`config.mk`:
```
export PLATFORM = sky130hd
export DESIGN_NAME = nv_byte_port
export DESIGN_NICKNAME = d
export VERILOG_FILES = /design/src/rtl/nv_port_pkg.sv /design/src/rtl/nv_write_timer.sv /design/src/rtl/nv_byte_port.sv
export SDC_FILE = /design/constraint.sdc
export NUM_CORES = 2
export LEC_CHECK = 0
export CELL_PAD_IN_SITES_DETAIL_PLACEMENT = 1
export CELL_PAD_IN_SITES_GLOBAL_PLACEMENT = 2
export CORE_UTILIZATION = 25
export DETAILED_ROUTE_END_ITERATION = 7
export DONT_BUFFER_PORTS = 1
export PLACE_DENSITY_LB_ADDON = 0.1
export SLEW_MARGIN = 15
export SYNTH_ARGS = -nofsm -noshare
export SYNTH_HDL_FRONTEND = slang
export SYNTH_SLANG_ARGS = --single-unit
export TNS_END_PERCENT = 20
```
`constraint.sdc`:
```
create_clock -name i_clk -period 13.3 [get_ports i_clk]
set_clock_uncertainty 0.1 [all_clocks]
set_input_delay 1.33 -clock i_clk [delete_from_list [all_inputs] [get_ports i_clk]]
set_output_delay 1.33 -clock i_clk [all_outputs]
set_load 0.03 [all_outputs]
```
`src/rtl/nv_port_pkg.sv`:
```
// Constants for the nonvolatile byte access port.
// Assumes one 250 MHz core clock and a 6-bit I/O register address space.
package nv_port_pkg;
  // Storage geometry
  localparam int unsigned NV_BYTES   = 512;
  localparam int unsigned NV_ADDR_W  = 9;
  localparam int unsigned IO_ADDR_W  = 6;
  // I/O register addresses
  localparam logic [5:0] IO_NV_CONTROL      = 6'h1c;
  localparam logic [5:0] IO_NV_DATA_BYTE    = 6'h1d;
  localparam logic [5:0] IO_NV_ADDRESS_LOW  = 6'h1e;
  localparam logic [5:0] IO_NV_ADDRESS_HIGH = 6'h1f;
  // Control register field positions
  localparam int unsigned CTL_READ_STROBE_BIT  = 0;
  localparam int unsigned CTL_WRITE_STROBE_BIT = 1;
  localparam int unsigned CTL_UNLOCK_BIT       = 2;
  localparam int unsigned CTL_READY_IE_BIT     = 3;
  localparam logic        READY_IE_RESET       = 1'b0;
  // Core cycle counts
  localparam logic [2:0] UNLOCK_WINDOW_CYC = 3'h4;
  localparam logic [2:0] READ_STALL_CYC    = 3'h4;
  localparam logic [2:0] WRITE_STALL_CYC   = 3'h2;
  // Write timing: oscillator cycles of the calibrated source
  localparam int unsigned CLK_FREQ_HZ   = 250_000_000;
  localparam int unsigned OSC_FREQ_HZ   = 1_000_000;
  localparam int unsigned OSC_DIV_CYC   = CLK_FREQ_HZ / OSC_FREQ_HZ;
  localparam int unsigned WRITE_OSC_CYC = 8448;
endpackage : nv_port_pkg

```
`src/rtl/nv_write_timer.sv`:
```
// Self-timed write interval: a prescaler makes the oscillator tick from
// the core clock, then a tick counter measures the programming time.
// Assumes i_start is a one-cycle pulse from the same clock.
`timescale 1ns/1ps
`default_nettype none
module nv_write_timer #(
  parameter int unsigned DIV_CYC = 250,
  parameter int unsigned TICKS   = 8448
) (
  input  wire logic i_clk,    // Core clock
  input  wire logic i_rstn,   // Async reset, active low
  input  wire logic i_start,  // Start pulse
  output logic      o_busy,   // Interval running
  output logic      o_done    // Pulse at interval end
);
  localparam int unsigned PRE_W  = $clog2(DIV_CYC + 1);
  localparam int unsigned TICK_W = $clog2(TICKS + 1);
  localparam logic [PRE_W-1:0]  PRE_LAST  = PRE_W'(DIV_CYC - 1);
  localparam logic [TICK_W-1:0] TICK_LAST = TICK_W'(TICKS - 1);

  logic [PRE_W-1:0]  pre_reg;
  logic [TICK_W-1:0] tick_reg;
  logic              pre_wrap;

  assign pre_wrap = (pre_reg == PRE_LAST);

  // Prescaler and tick count; a start while busy is dropped
  always_ff @(posedge i_clk or negedge i_rstn) begin
    if (!i_rstn) begin
      pre_reg  <= '0;
      tick_reg <= '0;
      o_busy   <= 1'b0;
      o_done   <= 1'b0;
    end else begin
      o_done <= 1'b0;
      if (!o_busy) begin
        if (i_start) begin
          pre_reg  <= '0;
          tick_reg <= '0;
          o_busy   <= 1'b1;
        end
      end else if (pre_wrap) begin
        pre_reg <= '0;
        if (tick_reg == TICK_LAST) begin
          o_busy <= 1'b0;
          o_done <= 1'b1;
        end else begin
          tick_reg <= tick_reg + 1'b1;
        end
      end else begin
        pre_reg <= pre_reg + 1'b1;
      end
    end
  end
endmodule : nv_write_timer
`default_nettype wire

```
`src/rtl/nv_byte_port.sv`:
```
// Nonvolatile byte access port: 512-byte store reached through four
// I/O registers, with unlocked self-timed writes and immediate reads.
// Assumes the core issues single-cycle I/O strobes on the same clock and
// honours o_cpu_stall by holding its next instruction.
`timescale 1ns/1ps
`default_nettype none
module nv_byte_port
  import nv_port_pkg::*;
#(
  parameter int unsigned OSC_DIV   = OSC_DIV_CYC,
  parameter int unsigned WRITE_OSC = WRITE_OSC_CYC
) (
  input  wire logic       i_clk,       // Core clock, 250 MHz
  input  wire logic       i_rstn,      // Async reset, active low
  input  wire logic [5:0] i_io_addr,   // I/O register address
  input  wire logic       i_io_wr,     // I/O write strobe
  input  wire logic       i_io_rd,     // I/O read strobe
  input  wire logic [7:0] i_io_wdata,  // I/O write data
  output logic      [7:0] o_io_rdata,  // Read data, next cycle
  output logic            o_cpu_stall, // Hold next instruction
  output logic            o_ready_irq  // Ready interrupt level
);
  // Storage and registers
  // The array has no reset, so stored bytes survive a reset
  logic [7:0]           mem [NV_BYTES];
  logic                 addr_high_reg;
  logic [7:0]           addr_low_reg;
  logic [7:0]           data_reg;
  logic                 ready_ie_reg;
  logic [2:0]           unlock_cnt_reg;
  logic [2:0]           stall_cnt_reg;
  logic [NV_ADDR_W-1:0] wr_addr_reg;
  logic [7:0]           wr_data_reg;

  // Decoded strobes
  logic                 sel_ctl;
  logic                 sel_data;
  logic                 sel_low;
  logic                 sel_high;
  logic                 bit_read;
  logic                 bit_write;
  logic                 bit_unlock;
  logic                 bit_ie;
  logic                 rd_hits_done;
  logic                 ctl_wr;
  logic                 unlock_on;
  logic                 busy;
  logic                 wr_done;
  logic                 wr_start;
  logic                 rd_start;
  logic [NV_ADDR_W-1:0] nv_address;
  logic [7:0]           ctl_rd_value;

  // Register selects; every other I/O address belongs to other blocks
  assign sel_ctl    = (i_io_addr == IO_NV_CONTROL);
  assign sel_data   = (i_io_addr == IO_NV_DATA_BYTE);
  assign sel_low    = (i_io_addr == IO_NV_ADDRESS_LOW);
  assign sel_high   = (i_io_addr == IO_NV_ADDRESS_HIGH);

  // Control write fields, meaningful only together with ctl_wr
  assign bit_read   = i_io_wdata[CTL_READ_STROBE_BIT];
  assign bit_write  = i_io_wdata[CTL_WRITE_STROBE_BIT];
  assign bit_unlock = i_io_wdata[CTL_UNLOCK_BIT];
  assign bit_ie     = i_io_wdata[CTL_READY_IE_BIT];

  assign nv_address = {addr_high_reg, addr_low_reg};
  assign ctl_wr     = i_io_wr && sel_ctl;
  assign unlock_on  = (unlock_cnt_reg != 3'h0);
  // Strobe only counts with unlock already open and no write running
  assign wr_start   = ctl_wr && bit_write
                      && unlock_on && !busy;
  // Reads are dropped while the array is being programmed
  assign rd_start   = ctl_wr && bit_read && !busy;
  // The array takes the byte one edge after busy falls, so a read in
  // that edge would miss it; the captured byte is forwarded instead
  assign rd_hits_done = wr_done && (nv_address == wr_addr_reg);

  // Control readback: strobe bit mirrors busy, read strobe reads as zero
  assign ctl_rd_value = {4'h0, ready_ie_reg, unlock_on, busy, 1'b0};

  // Write interval timer
  // Ticks come from the core clock, so OSC_DIV must follow its frequency
  nv_write_timer #(
    .DIV_CYC (OSC_DIV),
    .TICKS   (WRITE_OSC)
  ) u_timer (
    .i_clk   (i_clk),
    .i_rstn  (i_rstn),
    .i_start (wr_start),
    .o_busy  (busy),
    .o_done  (wr_done)
  );

  // Address registers carry no reset; software must load them first
  // A write in progress freezes the address so the target cannot move
  always_ff @(posedge i_clk) begin
    if (i_io_wr && !busy) begin
      if (sel_high) begin
        addr_high_reg <= i_io_wdata[0];
      end
      if (sel_low) begin
        addr_low_reg <= i_io_wdata;
      end
    end
  end

  // Data register: written by software or loaded by a read
  always_ff @(posedge i_clk) begin
    if (rd_start && rd_hits_done) begin
      data_reg <= wr_data_reg;
    end else if (rd_start) begin
      data_reg <= mem[nv_address];
    end else if (i_io_wr && sel_data) begin
      data_reg <= i_io_wdata;
    end
  end

  // Capture the target at start so later register writes cannot corrupt it
  // The data register stays free for software during the write
  always_ff @(posedge i_clk) begin
    if (wr_start) begin
      wr_addr_reg <= nv_address;
      wr_data_reg <= data_reg;
    end
  end

  // Array update at the end of the timed interval
  always_ff @(posedge i_clk) begin
    if (wr_done) begin
      mem[wr_addr_reg] <= wr_data_reg;
    end
  end

  // Ready interrupt enable
  // Every control write rewrites it, so software keeps it in each write
  always_ff @(posedge i_clk or negedge i_rstn) begin
    if (!i_rstn) begin
      ready_ie_reg <= READY_IE_RESET;
    end else if (ctl_wr) begin
      ready_ie_reg <= bit_ie;
    end
  end

  // Unlock window: a set opens four cycles, a zero write closes it
  // A starting write with the unlock bit re-arms it; harmless, as busy blocks a second start
  always_ff @(posedge i_clk or negedge i_rstn) begin
    if (!i_rstn) begin
      unlock_cnt_reg <= 3'h0;
    end else if (ctl_wr) begin
      unlock_cnt_reg <= bit_unlock ? UNLOCK_WINDOW_CYC : 3'h0;
    end else if (unlock_on) begin
      unlock_cnt_reg <= unlock_cnt_reg - 3'h1;
    end
  end

  // Core stall: four cycles for a read, two for a write start
  // A read outranks a start when one control write carries both
  always_ff @(posedge i_clk or negedge i_rstn) begin
    if (!i_rstn) begin
      stall_cnt_reg <= 3'h0;
      o_cpu_stall   <= 1'b0;
    end else if (rd_start) begin
      stall_cnt_reg <= READ_STALL_CYC - 3'h1;
      o_cpu_stall   <= 1'b1;
    end else if (wr_start) begin
      stall_cnt_reg <= WRITE_STALL_CYC - 3'h1;
      o_cpu_stall   <= 1'b1;
    end else if (stall_cnt_reg != 3'h0) begin
      stall_cnt_reg <= stall_cnt_reg - 3'h1;
      o_cpu_stall   <= 1'b1;
    end else begin
      o_cpu_stall   <= 1'b0;
    end
  end

  // Ready interrupt is a level, not a flag: no clear needed
  // Registered, so the level trails busy by one cycle
  always_ff @(posedge i_clk or negedge i_rstn) begin
    if (!i_rstn) begin
      o_ready_irq <= 1'b0;
    end else begin
      o_ready_irq <= ready_ie_reg && !busy;
    end
  end

  // Register readback, one cycle after the read strobe
  // Reads have no side effects, so polling the control register is safe
  always_ff @(posedge i_clk or negedge i_rstn) begin
    if (!i_rstn) begin
      o_io_rdata <= 8'h00;
    end else if (i_io_rd) begin
      unique case (i_io_addr)
        IO_NV_ADDRESS_HIGH: o_io_rdata <= {7'h00, addr_high_reg};
        IO_NV_ADDRESS_LOW:  o_io_rdata <= addr_low_reg;
        IO_NV_DATA_BYTE:    o_io_rdata <= data_reg;
        IO_NV_CONTROL:      o_io_rdata <= ctl_rd_value;
        default:            o_io_rdata <= 8'h00;
      endcase
    end else begin
      o_io_rdata <= 8'h00;
    end
  end
endmodule : nv_byte_port
`default_nettype wire

```
* Word-level counts from Yosys, hierarchy flattened
Memory sizes are Yosys's and may differ from the RTL's.
Index checks and enable logic that the tools add are counted.
** Storage, ports and cells
- Flip-flop bits (word level) :: 75
- Memory bits (writable) :: 4096
- Bits of input ports :: 18
- Output and inout port bits :: 10
- Memories kept :: 1
** Cells by class
- $add $sub $neg :: 4
- Eq/ne operators :: 9
- Multiplexer cells :: 30
- Reductions and logical operators :: 21
** Memory list
- mem :: depth 512, width 8, read ports 1, clocked after memory_dff 0, wr ports 1, RTL line nv_byte_port.sv:25 : logic [7:0] mem [NV_BYTES];
** Operators by type and width (count)
- $mux 14 :: 4
- $mux 8 :: 7
- $pmux 8 s4 :: 1
- $eq 6x5->1 const B :: 4
- $mux 3 :: 6
- $add 14x1->14 const B :: 1
- $eq 14x14->1 const B :: 1
- $mux 1 :: 12
- $reduce_bool 3->1 :: 4
- $logic_and 1x1->1 :: 11
- $eq 9x9->1 :: 1
- $add 8x1->8 const B :: 1
- $eq 8x8->1 const B :: 1
- $sub 3x1->3 const B :: 2
- $ne 2x2->1 const B :: 2
- $reduce_and 2->1 :: 2
- $reduce_bool 2->1 :: 2
- $reduce_and 3->1 :: 1
- $logic_not 1->1 :: 1

* Logic depth before layout (Yosys ltp)
- Depth in word-level cells :: 7
- Gate-level depth with buffers :: 16
- Mapped depth without buffers :: 11

* Modules after synthesis
From an unflattened synthesis, not the netlist that was laid out.
** Second synthesis, totals
- Cells, all modules :: 7577
- Area total of the unflattened synthesis :: 162841.2 µm²
** Modules (own cells, without submodules)
- nv_byte_port :: times used 1, cells an instance 7416, area an instance 161346.0 µm², seq. area each 124444.4 µm²
- nv_write_timer :: times used 1, cells an instance 161, area an instance 1495.2 µm², seq. area each 600.6 µm²

* Worst setup path after synthesis
No wires, ideal clock.
- Path kind :: register to register
- From :: register wr_data_reg[6]
- To :: memory mem[0][6] (data pin)
- Library setup time :: 1442 ps
- Arrival time :: 6189 ps
- Data required time :: 11758 ps
- Slack :: 5570 ps
- Cell stages (with the launch flop) :: 1
- Buffers on the path :: 0
- Clock period less this slack :: 7730 ps
- Cell sequence :: edfxtp_1
** RTL lines
- start, declared :: RTL line nv_byte_port.sv:33 : logic [7:0] wr_data_reg;
- start signal, assigned :: RTL line nv_byte_port.sv:123 : wr_data_reg <= data_reg;
- end, declared :: RTL line nv_byte_port.sv:25
Straight into the memory's write port.

* Worst setup path in the final report
- From :: register addr_low_reg[0]
- To :: register data_reg[2] (data pin)
** Between the ends
- Cells in the longest elaborated chain, start to end :: 4
- Elaborated cells between the ends (all ways) :: 6
- Classes of those cells :: eq/ne (1); mux (2); reduce/logical (2); memory (1)
** RTL lines
- start, declared :: RTL line nv_byte_port.sv:27 : logic [7:0] addr_low_reg;
- start signal, assigned :: RTL line nv_byte_port.sv:102 : addr_low_reg <= i_io_wdata;
- parallel branches: the longest is 3 deep, another holds $mem_v2 512x8
- $mux 8 * :: RTL line nv_byte_port.sv:109 : if (rd_start && rd_hits_done) begin
- end signal, assigned :: RTL line nv_byte_port.sv:110 : data_reg <= wr_data_reg;
- end signal, assigned :: RTL line nv_byte_port.sv:112 : data_reg <= mem[nv_address];
- end signal, assigned :: RTL line nv_byte_port.sv:114 : data_reg <= i_io_wdata;
- end, declared :: RTL line nv_byte_port.sv:28 : logic [7:0] data_reg;
Every way passes the cells marked *.
A chain may end at the register's enable or synchronous reset.

==> results.py <==
metrics = {
    "synth": {
        "synth_area_per_cell_sq_um": 21.6,
        "synth_flop_cell": "edfxtp_1",
        "netlist-cell-type-count": 79,
        "synth_area_sq_um": 163000,
        "syn_nets": 7567,
        "synth_top_cell_area_share_pct": 76.2,
        "synth_async_sr_flop_share_pct": 0.983,
        "synth_warnings": 0,
        "synth_area_leaders": "edfxtp_1 76%, mux4_2 14%, mux2i_1 1.7%, nor2_1 1.4%, dfrtp_1 0.63%",
        "synth-seq-cells": 4171,
        "synth_edf_count": 4130,
        "synth_area_leader_cell": "edfxtp_1",
        "yosysSeqAreaShare_pct": 76.8,
        "netlist_instances": 7542,
    },
    "worst_setup_path": {
        "r2r_cells": 10,
        "worst_ep_required_time_ps": 13990,
        "rr_endpoint": "data_reg[2]$_DFFE_PP_",
        "rr_startpoint": "addr_low_reg[0]$_DFFE_PP_",
        "crit_arrival_ps": 6800,
        "rrSetupSlack_ps": 7190,
        "setup.worst_path.start_class": "register",
        "path_max_fanout": 67,
        "criticalPathCategory": "register to register",
        "endpoint_kind": "register",
    },
    "hold_path": {
        "hold_class": "input pin to register",
        "min_to": "addr_low_reg[6]$_DFFE_PP_",
        "min_path_cells": 0,
        "worstHoldStart": "i_io_wdata[6]",
    },
    "route": {
        "via_count": 78995,
        "wl_mm": 579,
        "final_antenna_net_count": 0,
        "wl_per_cell_microns": 34.4,
        "drt_first_pass_iters": 5,
        "remaining_drc_errors": 0,
        "viasPerCell": 4.69,
        "drt-initial-drc-count": 6898,
    },
    "floorplan": {
        "io_pins": 28,
        "die_width_microns": 809,
        "start_util_pct": 25.1,
        "row_count": 295,
        "fp.dieArea_sq_um": 654000,
        "chipHeight_microns": 809,
        "core-area_sq_um": 647000,
    },
    "clock_network": {
        "post_cts_buffers": 0,
        "holdBufCountCts": 2,
        "cts.htree.levels": 5,
        "clock-sinks": 4171,
        "cts_tree": "yes",
        "path_clk_slew_ps": 60,
        "cts_resized": 0,
        "cts_buffers": 480,
        "clkLatencyLatePin_ps": 1070,
        "clockBufferDepth": 4,
        "cts-root-buf": "clkbuf_16",
    },
    "power": {
        "leakage_nw": 56.9,
        "p_int_w": 0.0217,
        "power.share.clock_pct": 47.2,
        "vdd_ir_drop_max_uv": 103,
        "powerDensity_nw_per_um2": 146,
        "seq_power_share_pct": 51.9,
        "netSwitchingFraction_pct": 21.0,
        "p_sw_w": 0.00577,
        "combPwrFrac_pct": 0.9,
    },
    "cells_and_area": {
        "nNetsFinal": 7823,
        "drive_gt1_share_pct": 24.4,
        "synthToLayoutAreaGrowth_pct": 15.5,
        "fill_cells": 64804,
        "largest_reg_flops": 4096,
        "most-common-layout-cells": "4,130 x edfxtp_1, 1,009 x mux4_2, 588 x nor2_1",
        "final_common_cell": "edfxtp_1",
        "fin_area_sq_um": 188000,
    },
    "sta": {
        "fmax_mhz": 164,
        "fin_worst_hold_slack_ps": 265,
        "fin_crit_ps": 6110,
        "drv_slew": 0,
        "fin_setup_tns_ps": 0,
        "hold_viol": 0,
        "rsz0062_at_grt": "no",
        "slew_headroom_pct": 8.97,
        "tightest_slew_ps": 1330,
        "period_share_pct": 45.9,
        "worst_slack_ps": 7190,
        "finalSetupViolCount": 0,
    },
    "grt": {
        "grt.overflow.total": 0,
        "grt_pass1_wl_mm": 779,
        "grt_pass1_vias": 84251,
        "antenna_found_initial": 106,
        "grt_use_total_pct": 17.3,
        "grt_max_degree": 201,
    },
    "placed_design": {
        "port_buffers": 0,
        "dpl.hpwl_mm": 356,
        "globalplace.congestion": 0.741,
        "dpl_worst_slack_ps": 7100,
        "place_area_sq_um": 173000,
    },
    "job": {
        "max_cap_violations": 0,
    },
    "run_status": {
        "outcome": "completed",
    },
}
[power groups by stage]
stage	clock, W	sequential [W]	combinational [W]
3_3_place_gp	0	0.0146	0.000239
5_1_grt	0.0138	0.0143	0.000264
3_5_place_dp	0	0.0146	0.000243
6_report	0.0130	0.0143	0.000239
2_1_floorplan	0	0.0146	0.000139
4_1_cts	0.0133	0.0143	0.000248
[routing by layer]
layer | routed length [microns] | global-route usage, %
met5 | 27 | 0
met4 | 12200 | 3.48
met3 | 25700 | 2.34
met2 | 276000 | 28.5
met1 | 265000 | 24.5
[synth_stat cells (8+ instances only)]
| library cell | instances |
|---|---|
| buf_8 | 34 |
| a22oi_1 | 115 |
| o211ai_1 | 13 |
| o21ai_0 | 75 |
| a31oi_1 | 13 |
| nand2b_1 | 13 |
| a211oi_1 | 31 |
| inv_1 | 17 |
| mux4_2 | 1009 |
| xor2_1 | 9 |
| a21oi_1 | 113 |
| buf_6 | 72 |
| dfrtp_1 | 41 |
| and2_1 | 9 |
| clkbuf_1 | 176 |
| xnor2_1 | 11 |
| nor4_1 | 13 |
| buf_12 | 12 |
| nand3_1 | 33 |
| or3_1 | 11 |
| and3_1 | 11 |
| buf_4 | 45 |
| a221o_1 | 8 |
| buf_1 | 29 |
| o221ai_1 | 51 |
| nor2_1 | 605 |
| mux2i_1 | 279 |
| a221oi_1 | 24 |
| nor3_1 | 21 |
| nand4_1 | 27 |
| nand2_1 | 192 |
| nor2b_1 | 24 |
| edfxtp_1 | 4130 |
| buf_2 | 89 |
| mux4_1 | 18 |
| o22ai_1 | 44 |
| mux2_2 | 23 |
[worst max-delay path by stage]
stage | depth (start not counted) | startpoint | slack, ps | endpoint
2_1_floorplan | 0 | wr_data_reg[6]$_DFFE_PP_ | 5570 | mem[0][6]$_DFFE_PP_
3_3_place_gp | 14 | addr_low_reg[0]$_DFFE_PP_ | 6910 | data_reg[1]$_DFFE_PP_
3_5_place_dp | 11 | addr_low_reg[0]$_DFFE_PP_ | 7100 | data_reg[0]$_DFFE_PP_
4_1_cts | 11 | addr_low_reg[0]$_DFFE_PP_ | 7090 | data_reg[0]$_DFFE_PP_
5_1_grt | 11 | addr_low_reg[0]$_DFFE_PP_ | 6960 | data_reg[0]$_DFFE_PP_
6_report | 10 | addr_low_reg[0]$_DFFE_PP_ | 7190 | data_reg[2]$_DFFE_PP_
[per-stage QoR]
step	utilization (%)	total power, W	cells
after floorplan	-	0.0147	7542
after global placement	26.7	0.0148	15925
after detailed placement	26.7	0.0148	15926
after CTS	29.0	0.0279	16822
after global routing	29.1	0.0283	16827
final	29.1	0.0275	16847
[critical path, cell delays in order (launching register included)]
cell      delay, ps
edfxtp_1        470
buf_4           640
buf_12          570
buf_4           740
mux4_2          610
mux4_2          490
a22oi_1         400
nand4_1         620
o22ai_1         660
or4b_1          260
nand3_1          80
[kinds of logic (layout without fill, tap and decap cells)]
logic type	after synthesis	count (layout)	synth area share, %
AO/OA/AOI/OAI	549	549	2.33
XOR/XNOR	20	20	0.108
adder cells (fa/ha/maj)	7	7	0.0538
buffers and inverters	477	1145	1.96
flip-flops	4171	4171	76.8
multiplexers	1329	1329	16.1
other	0	24	0
AND/OR/NAND/NOR	989	989	2.57
[layout make-up]
class | count | area (sq um) | share of cell area [%]
Timing Repair Buffer | 233 | 2090 | 1.11
Tap cell | 8613 | 10800 | 5.73
Multi-Input combinational cell | 2894 | 34900 | 18.5
Sequential cell | 4171 | 125000 | 66.5
Clock buffer | 599 | 12500 | 6.67
Clock inverter | 295 | 2560 | 1.36
Inverter | 18 | 77.6 | 0.0413
Antenna cell | 24 | 60.1 | 0.0319
Note: power is estimated with default switching activity, not from simulation.
